<file path="src/shared/rwch_pkg.sv">
/*
 * constants and types for the radio wake and clock-request handshake block.
 * assumes a single 125 MHz core clock.
 */
package rwch_pkg;
    // ------------------------------------------------------------
    // timing
    // ------------------------------------------------------------
    localparam int CLK_PERIOD_NS = 8;
    localparam int STARTUP_NS = 1000;
    localparam int STARTUP_CYC = (STARTUP_NS / CLK_PERIOD_NS) < 1 ? 1 : (STARTUP_NS / CLK_PERIOD_NS);
    localparam int SLEEP_HOLD_NS = 800;
    localparam int SLEEP_HOLD_CYC = (SLEEP_HOLD_NS + CLK_PERIOD_NS - 1) / CLK_PERIOD_NS;
    localparam int CNT_W = 16;
    // ------------------------------------------------------------
    // pad function and polarity encodings
    // ------------------------------------------------------------
    localparam logic [2:0] PAD_FUNC_HANDSHAKE = 3'h0;
    localparam logic POL_ACTIVE_HIGH = 1'h1;
    // power-down vector bit positions
    localparam int PD_TX = 0;
    localparam int PD_RX = 1;
    localparam int PD_PLL = 2;
    localparam int PD_PA = 3;
    localparam int PD_W = 4;

    typedef enum logic [1:0] {
        RWCH_OFF,
        RWCH_STARTUP,
        RWCH_AWAKE,
        RWCH_SLEEP
    } rwch_state_t;
endpackage : rwch_pkg

</file>
<file path="src/shared/rwch_pd_if.sv">
/*
 * interface carrying the power-down request sources to the power-down merger.
 * assumes both ends share core_clk.
 */
`timescale 1ns/1ns
interface rwch_pd_if;
    logic [rwch_pkg::PD_W-1:0] sw_pd;
    logic [rwch_pkg::PD_W-1:0] pkt_pd;
    logic asleep;
    logic [rwch_pkg::PD_W-1:0] pd_out;
    modport src (output sw_pd, output pkt_pd, output asleep, input pd_out);
    modport merge (input sw_pd, input pkt_pd, input asleep, output pd_out);
endinterface : rwch_pd_if

</file>
<file path="src/core/rwch_pd_merge.sv">
/*
 * merges software and packet power-down requests into registered
 * transceiver power-down controls.
 * assumes synchronous inputs on core_clk and a synchronised reset.
 */
`timescale 1ns/1ns
module rwch_pd_merge (
    // clock and reset
    input wire logic core_clk,
    input wire logic rst_n,
    // request sources
    rwch_pd_if.merge pd
);
    import rwch_pkg::*;

    logic [PD_W-1:0] pd_reg;
    logic [PD_W-1:0] pd_next;

    // each path powered down by software, by packet handling, or while asleep
    generate
        for (genvar i = 0; i < PD_W; i++) begin : g_pd
            assign pd_next[i] = pd.sw_pd[i] | pd.pkt_pd[i] | pd.asleep;
        end
    endgenerate

    // registered controls, all powered down from reset
    always_ff @(posedge core_clk or negedge rst_n) begin
        if (!rst_n) begin
            pd_reg <= '1;
        end else begin
            pd_reg <= pd_next;
        end
    end

    assign pd.pd_out = pd_reg;
endmodule : rwch_pd_merge

</file>
<file path="src/core/rwch_top.sv">
/*
 * wake handshake, reference-clock request and transceiver power-down
 * control of a short-range radio controller.
 * assumes one 125 MHz clock, host wake line and regulator enable asynchronous, other
 * controls synchronous from the controller's own logic.
 */
`timescale 1ns/1ns
module rwch_top #(
    parameter int STARTUP_CYCLES = rwch_pkg::STARTUP_CYC
) (
    // clock and reset
    input wire logic core_clk,
    input wire logic rstn,
    // regulator enable and host wake pin
    input wire logic radio_regulator_on,
    input wire logic host_to_device_wake,
    // configuration
    input wire logic uart_transport,
    input wire logic wake_enable,
    input wire logic [2:0] pad_func_sel,
    input wire logic host_wake_pol,
    input wire logic dev_wake_pol,
    // controller needs
    input wire logic sleep_criteria_met,
    input wire logic needs_host,
    input wire logic radio_clk_need,
    input wire logic wlan_clk_need,
    // power-down requests
    input wire logic [rwch_pkg::PD_W-1:0] sw_pd_req,
    input wire logic [rwch_pkg::PD_W-1:0] pkt_pd_req,
    // outputs
    output logic device_to_host_wake,
    output logic radio_ref_clock_request_out,
    output logic wlan_ref_clock_request_out,
    output logic [rwch_pkg::PD_W-1:0] xcvr_pd,
    output logic awake,
    output logic [1:0] state_out
);
    import rwch_pkg::*;

    // elaboration-time guard: the startup count must fit the counter
    if (STARTUP_CYCLES < 1 || STARTUP_CYCLES >= (1 << CNT_W)) begin : g_bad_startup
        $error("STARTUP_CYCLES out of range");
    end

    // ------------------------------------------------------------
    // reset release and input synchronisers
    // ------------------------------------------------------------
    logic rst_s1_reg;
    logic rst_n;
    logic wake_s1_reg;
    logic wake_s2_reg;
    logic reg_s1_reg;
    logic reg_s2_reg;

    // reset released through two flops
    always_ff @(posedge core_clk or negedge rstn) begin
        if (!rstn) begin
            rst_s1_reg <= 1'h0;
            rst_n <= 1'h0;
        end else begin
            rst_s1_reg <= 1'h1;
            rst_n <= rst_s1_reg;
        end
    end

    // pin synchronisers
    always_ff @(posedge core_clk or negedge rst_n) begin
        if (!rst_n) begin
            wake_s1_reg <= 1'h0;
            wake_s2_reg <= 1'h0;
            reg_s1_reg <= 1'h0;
            reg_s2_reg <= 1'h0;
        end else begin
            wake_s1_reg <= host_to_device_wake;
            wake_s2_reg <= wake_s1_reg;
            reg_s1_reg <= radio_regulator_on;
            reg_s2_reg <= reg_s1_reg;
        end
    end

    // ------------------------------------------------------------
    // handshake qualification
    // ------------------------------------------------------------
    wire handshake_on = uart_transport & wake_enable & (pad_func_sel == PAD_FUNC_HANDSHAKE);
    wire host_wake_act = (wake_s2_reg == host_wake_pol) & handshake_on;
    wire sleep_ok = sleep_criteria_met & ~host_wake_act;

    // ------------------------------------------------------------
    // power state machine
    // ------------------------------------------------------------
    rwch_state_t state_reg;
    rwch_state_t state_next;
    logic [CNT_W-1:0] cnt_reg;
    logic [CNT_W-1:0] cnt_next;
    logic clk_req_reg;
    logic clk_req_next;
    logic dev_wake_reg;
    logic dev_wake_next;

    // next state and counter
    always_comb begin
        state_next = state_reg;
        cnt_next = cnt_reg;
        case (state_reg)
            RWCH_OFF: begin
                cnt_next = '0;
                if (reg_s2_reg) begin
                    state_next = RWCH_STARTUP;
                end
            end
            RWCH_STARTUP: begin
                cnt_next = cnt_reg + 1'b1;
                if (cnt_reg >= CNT_W'(STARTUP_CYCLES - 1)) begin
                    state_next = RWCH_AWAKE;
                    cnt_next = '0;
                end
            end
            RWCH_AWAKE: begin
                if (sleep_ok) begin
                    cnt_next = cnt_reg + 1'b1;
                end else begin
                    cnt_next = '0;
                end
                if (sleep_ok && cnt_reg >= CNT_W'(SLEEP_HOLD_CYC - 1)) begin
                    state_next = RWCH_SLEEP;
                    cnt_next = '0;
                end
            end
            RWCH_SLEEP: begin
                if (host_wake_act || needs_host || !sleep_criteria_met) begin
                    state_next = RWCH_AWAKE;
                end
            end
            default: begin
                state_next = RWCH_OFF;
                cnt_next = '0;
            end
        endcase
        if (!reg_s2_reg) begin
            state_next = RWCH_OFF;
            cnt_next = '0;
        end
    end

    // clock request: high from end of startup while awake, and while asleep when either side needs the clock
    wire powered = (state_next != RWCH_OFF) && (state_next != RWCH_STARTUP || cnt_next == '0 && state_reg != RWCH_OFF);
    always_comb begin
        clk_req_next = 1'h0;
        if (state_next == RWCH_AWAKE && state_reg == RWCH_STARTUP) begin
            clk_req_next = 1'h1;
        end else if (powered && state_next != RWCH_STARTUP) begin
            clk_req_next = radio_clk_need | wlan_clk_need | (state_next == RWCH_AWAKE);
        end
        dev_wake_next = ~dev_wake_pol; // idle level
        if (handshake_on && needs_host && state_next != RWCH_OFF) begin
            dev_wake_next = dev_wake_pol;
        end
    end

    // state registers
    always_ff @(posedge core_clk or negedge rst_n) begin
        if (!rst_n) begin
            state_reg <= RWCH_OFF;
            cnt_reg <= '0;
            clk_req_reg <= 1'h0;
            dev_wake_reg <= 1'h0;
        end else begin
            state_reg <= state_next;
            cnt_reg <= cnt_next;
            clk_req_reg <= clk_req_next;
            dev_wake_reg <= dev_wake_next;
        end
    end

    // ------------------------------------------------------------
    // power-down controls
    // ------------------------------------------------------------
    rwch_pd_if pd_bus ();
    assign pd_bus.sw_pd = sw_pd_req;
    assign pd_bus.pkt_pd = pkt_pd_req;
    assign pd_bus.asleep = (state_reg != RWCH_AWAKE);

    rwch_pd_merge u_pd (
        .core_clk(core_clk),
        .rst_n(rst_n),
        .pd(pd_bus)
    );

    // outputs registered except wlan_ref_clock_request_out, which gates clk_req_reg with the clock needs; clock request always active high
    assign xcvr_pd = pd_bus.pd_out;
    assign radio_ref_clock_request_out = clk_req_reg;
    assign wlan_ref_clock_request_out = clk_req_reg & wlan_clk_need | clk_req_reg & ~radio_clk_need;
    assign device_to_host_wake = dev_wake_reg;
    assign awake = (state_reg == RWCH_AWAKE);
    assign state_out = state_reg;
endmodule : rwch_top

</file>
<file path="config.mk">
export PLATFORM = sky130hd
export DESIGN_NAME = rwch_top
export DESIGN_NICKNAME = d
export VERILOG_FILES = /design/src/shared/rwch_pkg.sv /design/src/shared/rwch_pd_if.sv /design/src/core/rwch_pd_merge.sv /design/src/core/rwch_top.sv
export SDC_FILE = /design/constraint.sdc
export NUM_CORES = 1
export LEC_CHECK = 0
export CAP_MARGIN = 20
export CORE_MARGIN = 2
export CORE_UTILIZATION = 60
export DETAILED_ROUTE_END_ITERATION = 8
export DONT_BUFFER_PORTS = 1
export MAX_ROUTING_LAYER = met4
export PLACE_DENSITY = 0.76
export SYNTH_ARGS = -nofsm -noshare
export SYNTH_HDL_FRONTEND = slang
export SYNTH_HIERARCHICAL = 1
export SYNTH_SLANG_ARGS = --single-unit
</file>
<file path="constraint.sdc">
create_clock -name core_clk -period 2.5 [get_ports core_clk]
set_input_delay 0.5 -clock core_clk [delete_from_list [all_inputs] [get_ports core_clk]]
set_output_delay 0.5 -clock core_clk [all_outputs]
set_load 0.01 [all_outputs]
</file>
## Word-level counts from Yosys, hierarchy flattened

Index checks and enable logic that the tools add are counted.

- Flip-flop bits (word level): 30
- Input bits: 23
- Output and inout bits: 10
- Word-level logic and storage cells: 70

- Add/subtract/negate cells: 1
- Magnitude comparators: 2
- Equal/unequal tests: 7
- Muxes and demuxes: 13
- Bitwise gates (word level): 20
- Reduce and logical (&&, ||, !) cells: 16

Operators by type and width:

| cell | count |
|---|---|
| $mux W16 | 4 |
| $pmux W16 S3 | 1 |
| $ge A16 B7 Y1 const B | 2 |
| $add A16 B1 Y16 const B | 1 |
| $logic_not A16 Y1 | 1 |
| $or A1 B1 Y1 | 11 |
| $mux W2 | 4 |
| $pmux W2 S4 | 1 |
| $logic_and A1 B1 Y1 | 7 |
| $and A1 B1 Y1 | 6 |
| $eq A2 B2 Y1 const B | 3 |
| $reduce_bool A2 Y1 | 2 |
| $logic_not A3 Y1 | 1 |
| $logic_or A1 B1 Y1 | 3 |
| $mux W1 | 3 |
| $not A1 Y1 | 3 |
| $eq A2 B1 Y1 const B | 1 |
| $logic_not A2 Y1 | 1 |
| $ne A2 B1 Y1 const B | 1 |
| $ne A2 B2 Y1 const B | 1 |
| $eq A1 B1 Y1 | 1 |
| $logic_not A1 Y1 | 1 |

## Longest topological paths before layout

- Depth after elaboration: 16
- Gate-level depth with buffers: 5
- Gate-level depth less buffers: 5

## Cells and area by module

Netlist, hierarchy kept.

By module, submodules not included:

| module | instances | cells an instance | area an instance (um2) | sequential area each (um2) |
|---|---|---|---|---|
| rwch_top | 1 | 102 | 1182.4 | 650.6 |
| rwch_pd_merge | 1 | 8 | 130.1 | 105.1 |

## Worst setup path before layout

Ideal clock, no wire load.

- Path type: register to register
- Start: reg cnt_reg[0]
- End: reg cnt_reg[0]
- Data arrival time: 1.770 ns
- Required time: 2.404 ns
- Setup slack: 0.634 ns
- Cell stages (with the launch flop): 6
- Buffers on the path: 0
- Period minus slack after synthesis: 1.866 ns
- Path through: dfrtp_1 ha_1 or4_1 a31oi_1 nand3_2 a311oi_2

- Word-level cells in the longest chain between the ends: 5
- Elaborated cells between the ends (all ways): 9
- Those cells by class: 1 x add/sub; 2 x order compare; 5 x mux; 1 x reduce/logical

Ends and longest elaborated chain:

| item | RTL line | text |
|---|---|---|
| start: declaration | rwch_top.sv:94 | `logic [CNT_W-1:0] cnt_reg;` |
| start signal: assignment | rwch_top.sv:170 | `cnt_reg <= cnt_next;` |
| $add A16 B1 Y16 / $ge A16 B7 Y1 (equally long branches) | rwch_top.sv:113, rwch_top.sv:121, rwch_top.sv:125 |  |
| $mux W16 / $logic_and A1 B1 Y1 (equally long branches) | rwch_top.sv:120, rwch_top.sv:125 |  |
| $mux W16 | rwch_top.sv:125 | `if (sleep_ok && cnt_reg >= CNT_W'(SLEEP_HOLD_CYC - 1)) begin` |
| $pmux W16 S3 (*) | rwch_top.sv:105 | `case (state_reg)` |
| $mux W16 (*) | rwch_top.sv:140 | `if (!reg_s2_reg) begin` |
| named net cnt_next[0] | rwch_top.sv:95 | `logic [CNT_W-1:0] cnt_next;` |

Mark *: on every way through the listed nets, which the timed path passes. The rest lies on a longest branch.

## Worst setup path in the final report

- Start: reg cnt_reg[1]
- End: reg cnt_reg[0]

- Word-level cells in the longest chain between the ends: 5
- Elaborated cells between the ends (all ways): 7
- Those cells by class: 2 x order compare; 4 x mux; 1 x reduce/logical

Ends and longest elaborated chain:

| item | RTL line |
|---|---|
| $ge A16 B7 Y1 | rwch_top.sv:125 |
| $logic_and A1 B1 Y1 | rwch_top.sv:125 |
| $mux W16 | rwch_top.sv:125 |
| $pmux W16 S3 (*) | rwch_top.sv:105 |
| $mux W16 (*) | rwch_top.sv:140 |
| named net cnt_next[0] | rwch_top.sv:95 |

Marks and branches as above.

==> results.md <==
- Slew Viols, Final: 0
- Post-synthesis mux area share: 0
- Antenna violations before repair: 0
- Worst hold-check path type: input port to flop
- Worst Hold Margin: 0.2046 ns
- Switching power total: 196.4 uW
- Chip height: 50.77 um
- Synth Cell Area: 0.001313 mm2
- Finished Layout Cells: 147
- Area grow syn2layout: 12.39%
- WS Path Type: flop to flop
- Post-place setup slack: 0.4142 ns
- Register area share after synthesis: 0.5758
- Final design area excluding fillers: 0.001475 mm2
- Mean post-synth cell area: 11.93 um2
- FF+latch count, synth: 30
- P_leak: 0.6356 nW
- Total power: 1.041 mW
- Slew @ Worst Pin: 0.5476 ns
- Pwr per Cell Area: 705.3 mW/mm2
- Post-synth cell types: 36
- Combinational family with the most area after synthesis: simple AND/OR/NAND/NOR gates
- Core Util, Final: 0.7296
- Hold Path Origin: host_to_device_wake
- Layout cells sized above 1: 0.1583
- Comb power frac: 0.032
- Via/cell ratio: 6.259
- Hold EP: wake_s1_reg
- Max FO, Critical Path: 9
- Internal Power: 844.1 uW
- Maxcap violations: 0
- Detailed Route WL: 2403 um
- DRC viols: 0
- Worst EP arrival: 2.36 ns
- Die area: 0.002578 mm2
- GRT Overall Usage: 0.2225
- Final hold violations: 0
- Clk buf depth: 2
- Setup crit start kind: flop
- Fraction of the mapped netlist area in compound gates: 0.1382
- Status: finished clean
- Setup violators final: 0
- Synth Net Count: 135
- Worst path required time: 2.73 ns
- Reg power frac: 0.484
- Starting Density: 0.6491
- Clock skew: 0.007936 ns
- Root Buffer Master: clkbuf_4
- Gpl congestion: 0.9505
- Rows: 16
- # diodes: 0
- Worst setup slack after layout: 0.3682 ns
- Cell count after synthesis: 110
- WL/cell: 16.35 um
- Post-route ant nets: 0
- Number of global-route vias before repair: 886
- CTS tree: yes
- Placed Area: 0.001354 mm2
- Fmax: 469.1 MHz
- Most frequent cells in the layout: 26 x dfrtp_1, 9 x and2_1, 8 x a211oi_1
- Final worst-path cycle share: 0.8527
- Worst skew pair latency: 0.32 ns
- Total CTS buffers: 5
- I/O Buffers: 0
- Die W: 50.77 um
- Post-synthesis xor/xnor area fraction: 0.04004
- Final Critical Period: 2.132 ns
- RSZ-0062 raised after global routing: no
- Total I/O pin count: 33
- First-pass GRT wire length: 4043 um
- WHS Path Cells: 0
- R2R Path Start: cnt_reg[1]
- Flop2flop setup slack: 0.37 ns
- Reg2reg path depth: 5
- 1st-pass router iterations: 5
- Core area: 0.002022 mm2
- Setup TNS: 0 ns
- Worst slew margin: 0.6298
- Warning count from the yosys run: 6
- Post-layout net count: 144
- Clk sinks: 30
- CTS clk-pin slew, worst paths: 0.09 ns
- Maximum number of pins on one net before global-route repair: 29
- Peak VDD IR: 0.5952 mV
- DR iter-0 viols: 21
- Total grt overflow: 0
- H-tree levels: 2
- Switching Share: 0.1887
- Post-DP HPWL: 1753 um
- Max FFs per register: 16
- Crit end category: flop
- Worst R2R End: cnt_reg[0]
- Adder-cell area share of the yosys netlist: 0.01907
- Simple-gate share of the synthesized area: 0.2097
- Placed cells: 138
- Commonest non-fill, non-tap cell in the layout: dfrtp_1
- Via count: 920
- Clock share of power: 0.485
## power groups by stage
stage                     Clock [mW]  Combinational (mW)  Sequential [mW]
after detailed placement           0              0.0320            0.512
after floorplan                    0              0.0184            0.516
after global routing           0.538              0.0376            0.505
final                          0.504              0.0330            0.503
after CTS                      0.510              0.0339            0.503
after global placement             0              0.0309            0.512
## kinds of logic after synthesis
logic type / after synthesis
AND/OR/NAND/NOR: 43
flip-flops: 30
AO/OA/AOI/OAI: 23
XOR/XNOR: 6
buffers and inverters: 5
adder cells (fa/ha/maj): 2
other: 1
## final cells by class
class	count	area (um2)
Clock inverter	2	60.06
Timing Repair Buffer	2	17.52
Inverter	5	18.77
Fill cell	138	546.8
Tap cell	27	33.78
Clock buffer	6	51.30
Sequential cell	30	755.7
Multi-Input combinational cell	75	538.0
## worst max-delay path by stage
stage,start,endpoint,slack (ns),cells after the start
after floorplan,cnt_reg[0],cnt_reg[0],0.63,5
after global placement,cnt_reg[1],cnt_reg[0],0.52,5
after detailed placement,cnt_reg[1],cnt_reg[6],0.41,5
after CTS,cnt_reg[1],cnt_reg[0],0.42,5
after global routing,cnt_reg[1],cnt_reg[4],0.20,5
final,cnt_reg[1],cnt_reg[0],0.37,5
## synth_stat cells
library cell / n / area [um2]
a21oi_1: 1 / 5.000
a311oi_2: 1 / 15.01
dfrtp_1: 26 / 650.6
a211oi_1: 8 / 60.06
and4_1: 2 / 17.52
nor2_1: 4 / 15.01
nor4_4: 1 / 21.27
o2bb2ai_1: 1 / 8.760
ha_1: 2 / 25.02
a31oi_2: 1 / 12.51
a31oi_1: 4 / 25.02
nor2b_1: 1 / 6.260
a41oi_1: 1 / 8.760
nand3_2: 1 / 10.01
o211ai_1: 1 / 7.510
dfstp_2: 4 / 105.1
or4_1: 1 / 7.510
nand2_1: 5 / 18.77
inv_1: 4 / 15.01
and3_1: 1 / 6.260
and2_1: 9 / 56.30
o21a_1: 1 / 7.510
or4_4: 1 / 11.26
nand4_1: 5 / 31.28
a21boi_0: 1 / 7.510
nor4b_1: 1 / 8.760
clkinv_1: 1 / 3.750
a21boi_1: 2 / 15.01
or3_1: 5 / 31.28
nand3_1: 4 / 20.02
nand2b_1: 1 / 6.260
conb_1: 1 / 3.750
xor2_1: 5 / 43.79
a311oi_1: 1 / 8.760
and2_2: 1 / 7.510
xnor2_1: 1 / 8.760
## worst max-delay path, cell delays in order (launching register included)
cell      delay [ns]
dfrtp_1         0.46
ha_1            0.28
or4_1           0.41
a31oi_1         0.32
nand3_2         0.27
a311oi_2        0.30
## routing by layer
| metal | vias up | share of wire | track usage |
|---|---|---|---|
| met5 | - | 0 | - |
| li1 | 422 | - | - |
| met3 | 4 | 0.070 | 0.08631 |
| met2 | 49 | 0.48 | 0.3355 |
| met1 | 445 | 0.45 | 0.2883 |
| met4 | 0 | 0.0083 | 0.04955 |
## timing repair
| item | 4_1_cts | 5_1_grt |
|---|---|---|
| setup endpoints to repair | 0 | 0 |
| gates resized for setup | 0 | 0 |
| buffers inserted | 0 | 0 |
| endpoints found under the hold margin | 2 | 0 |
| hold buffers | 1 | 0 |
No activity file was read; power rests on OpenSTA's default activity.
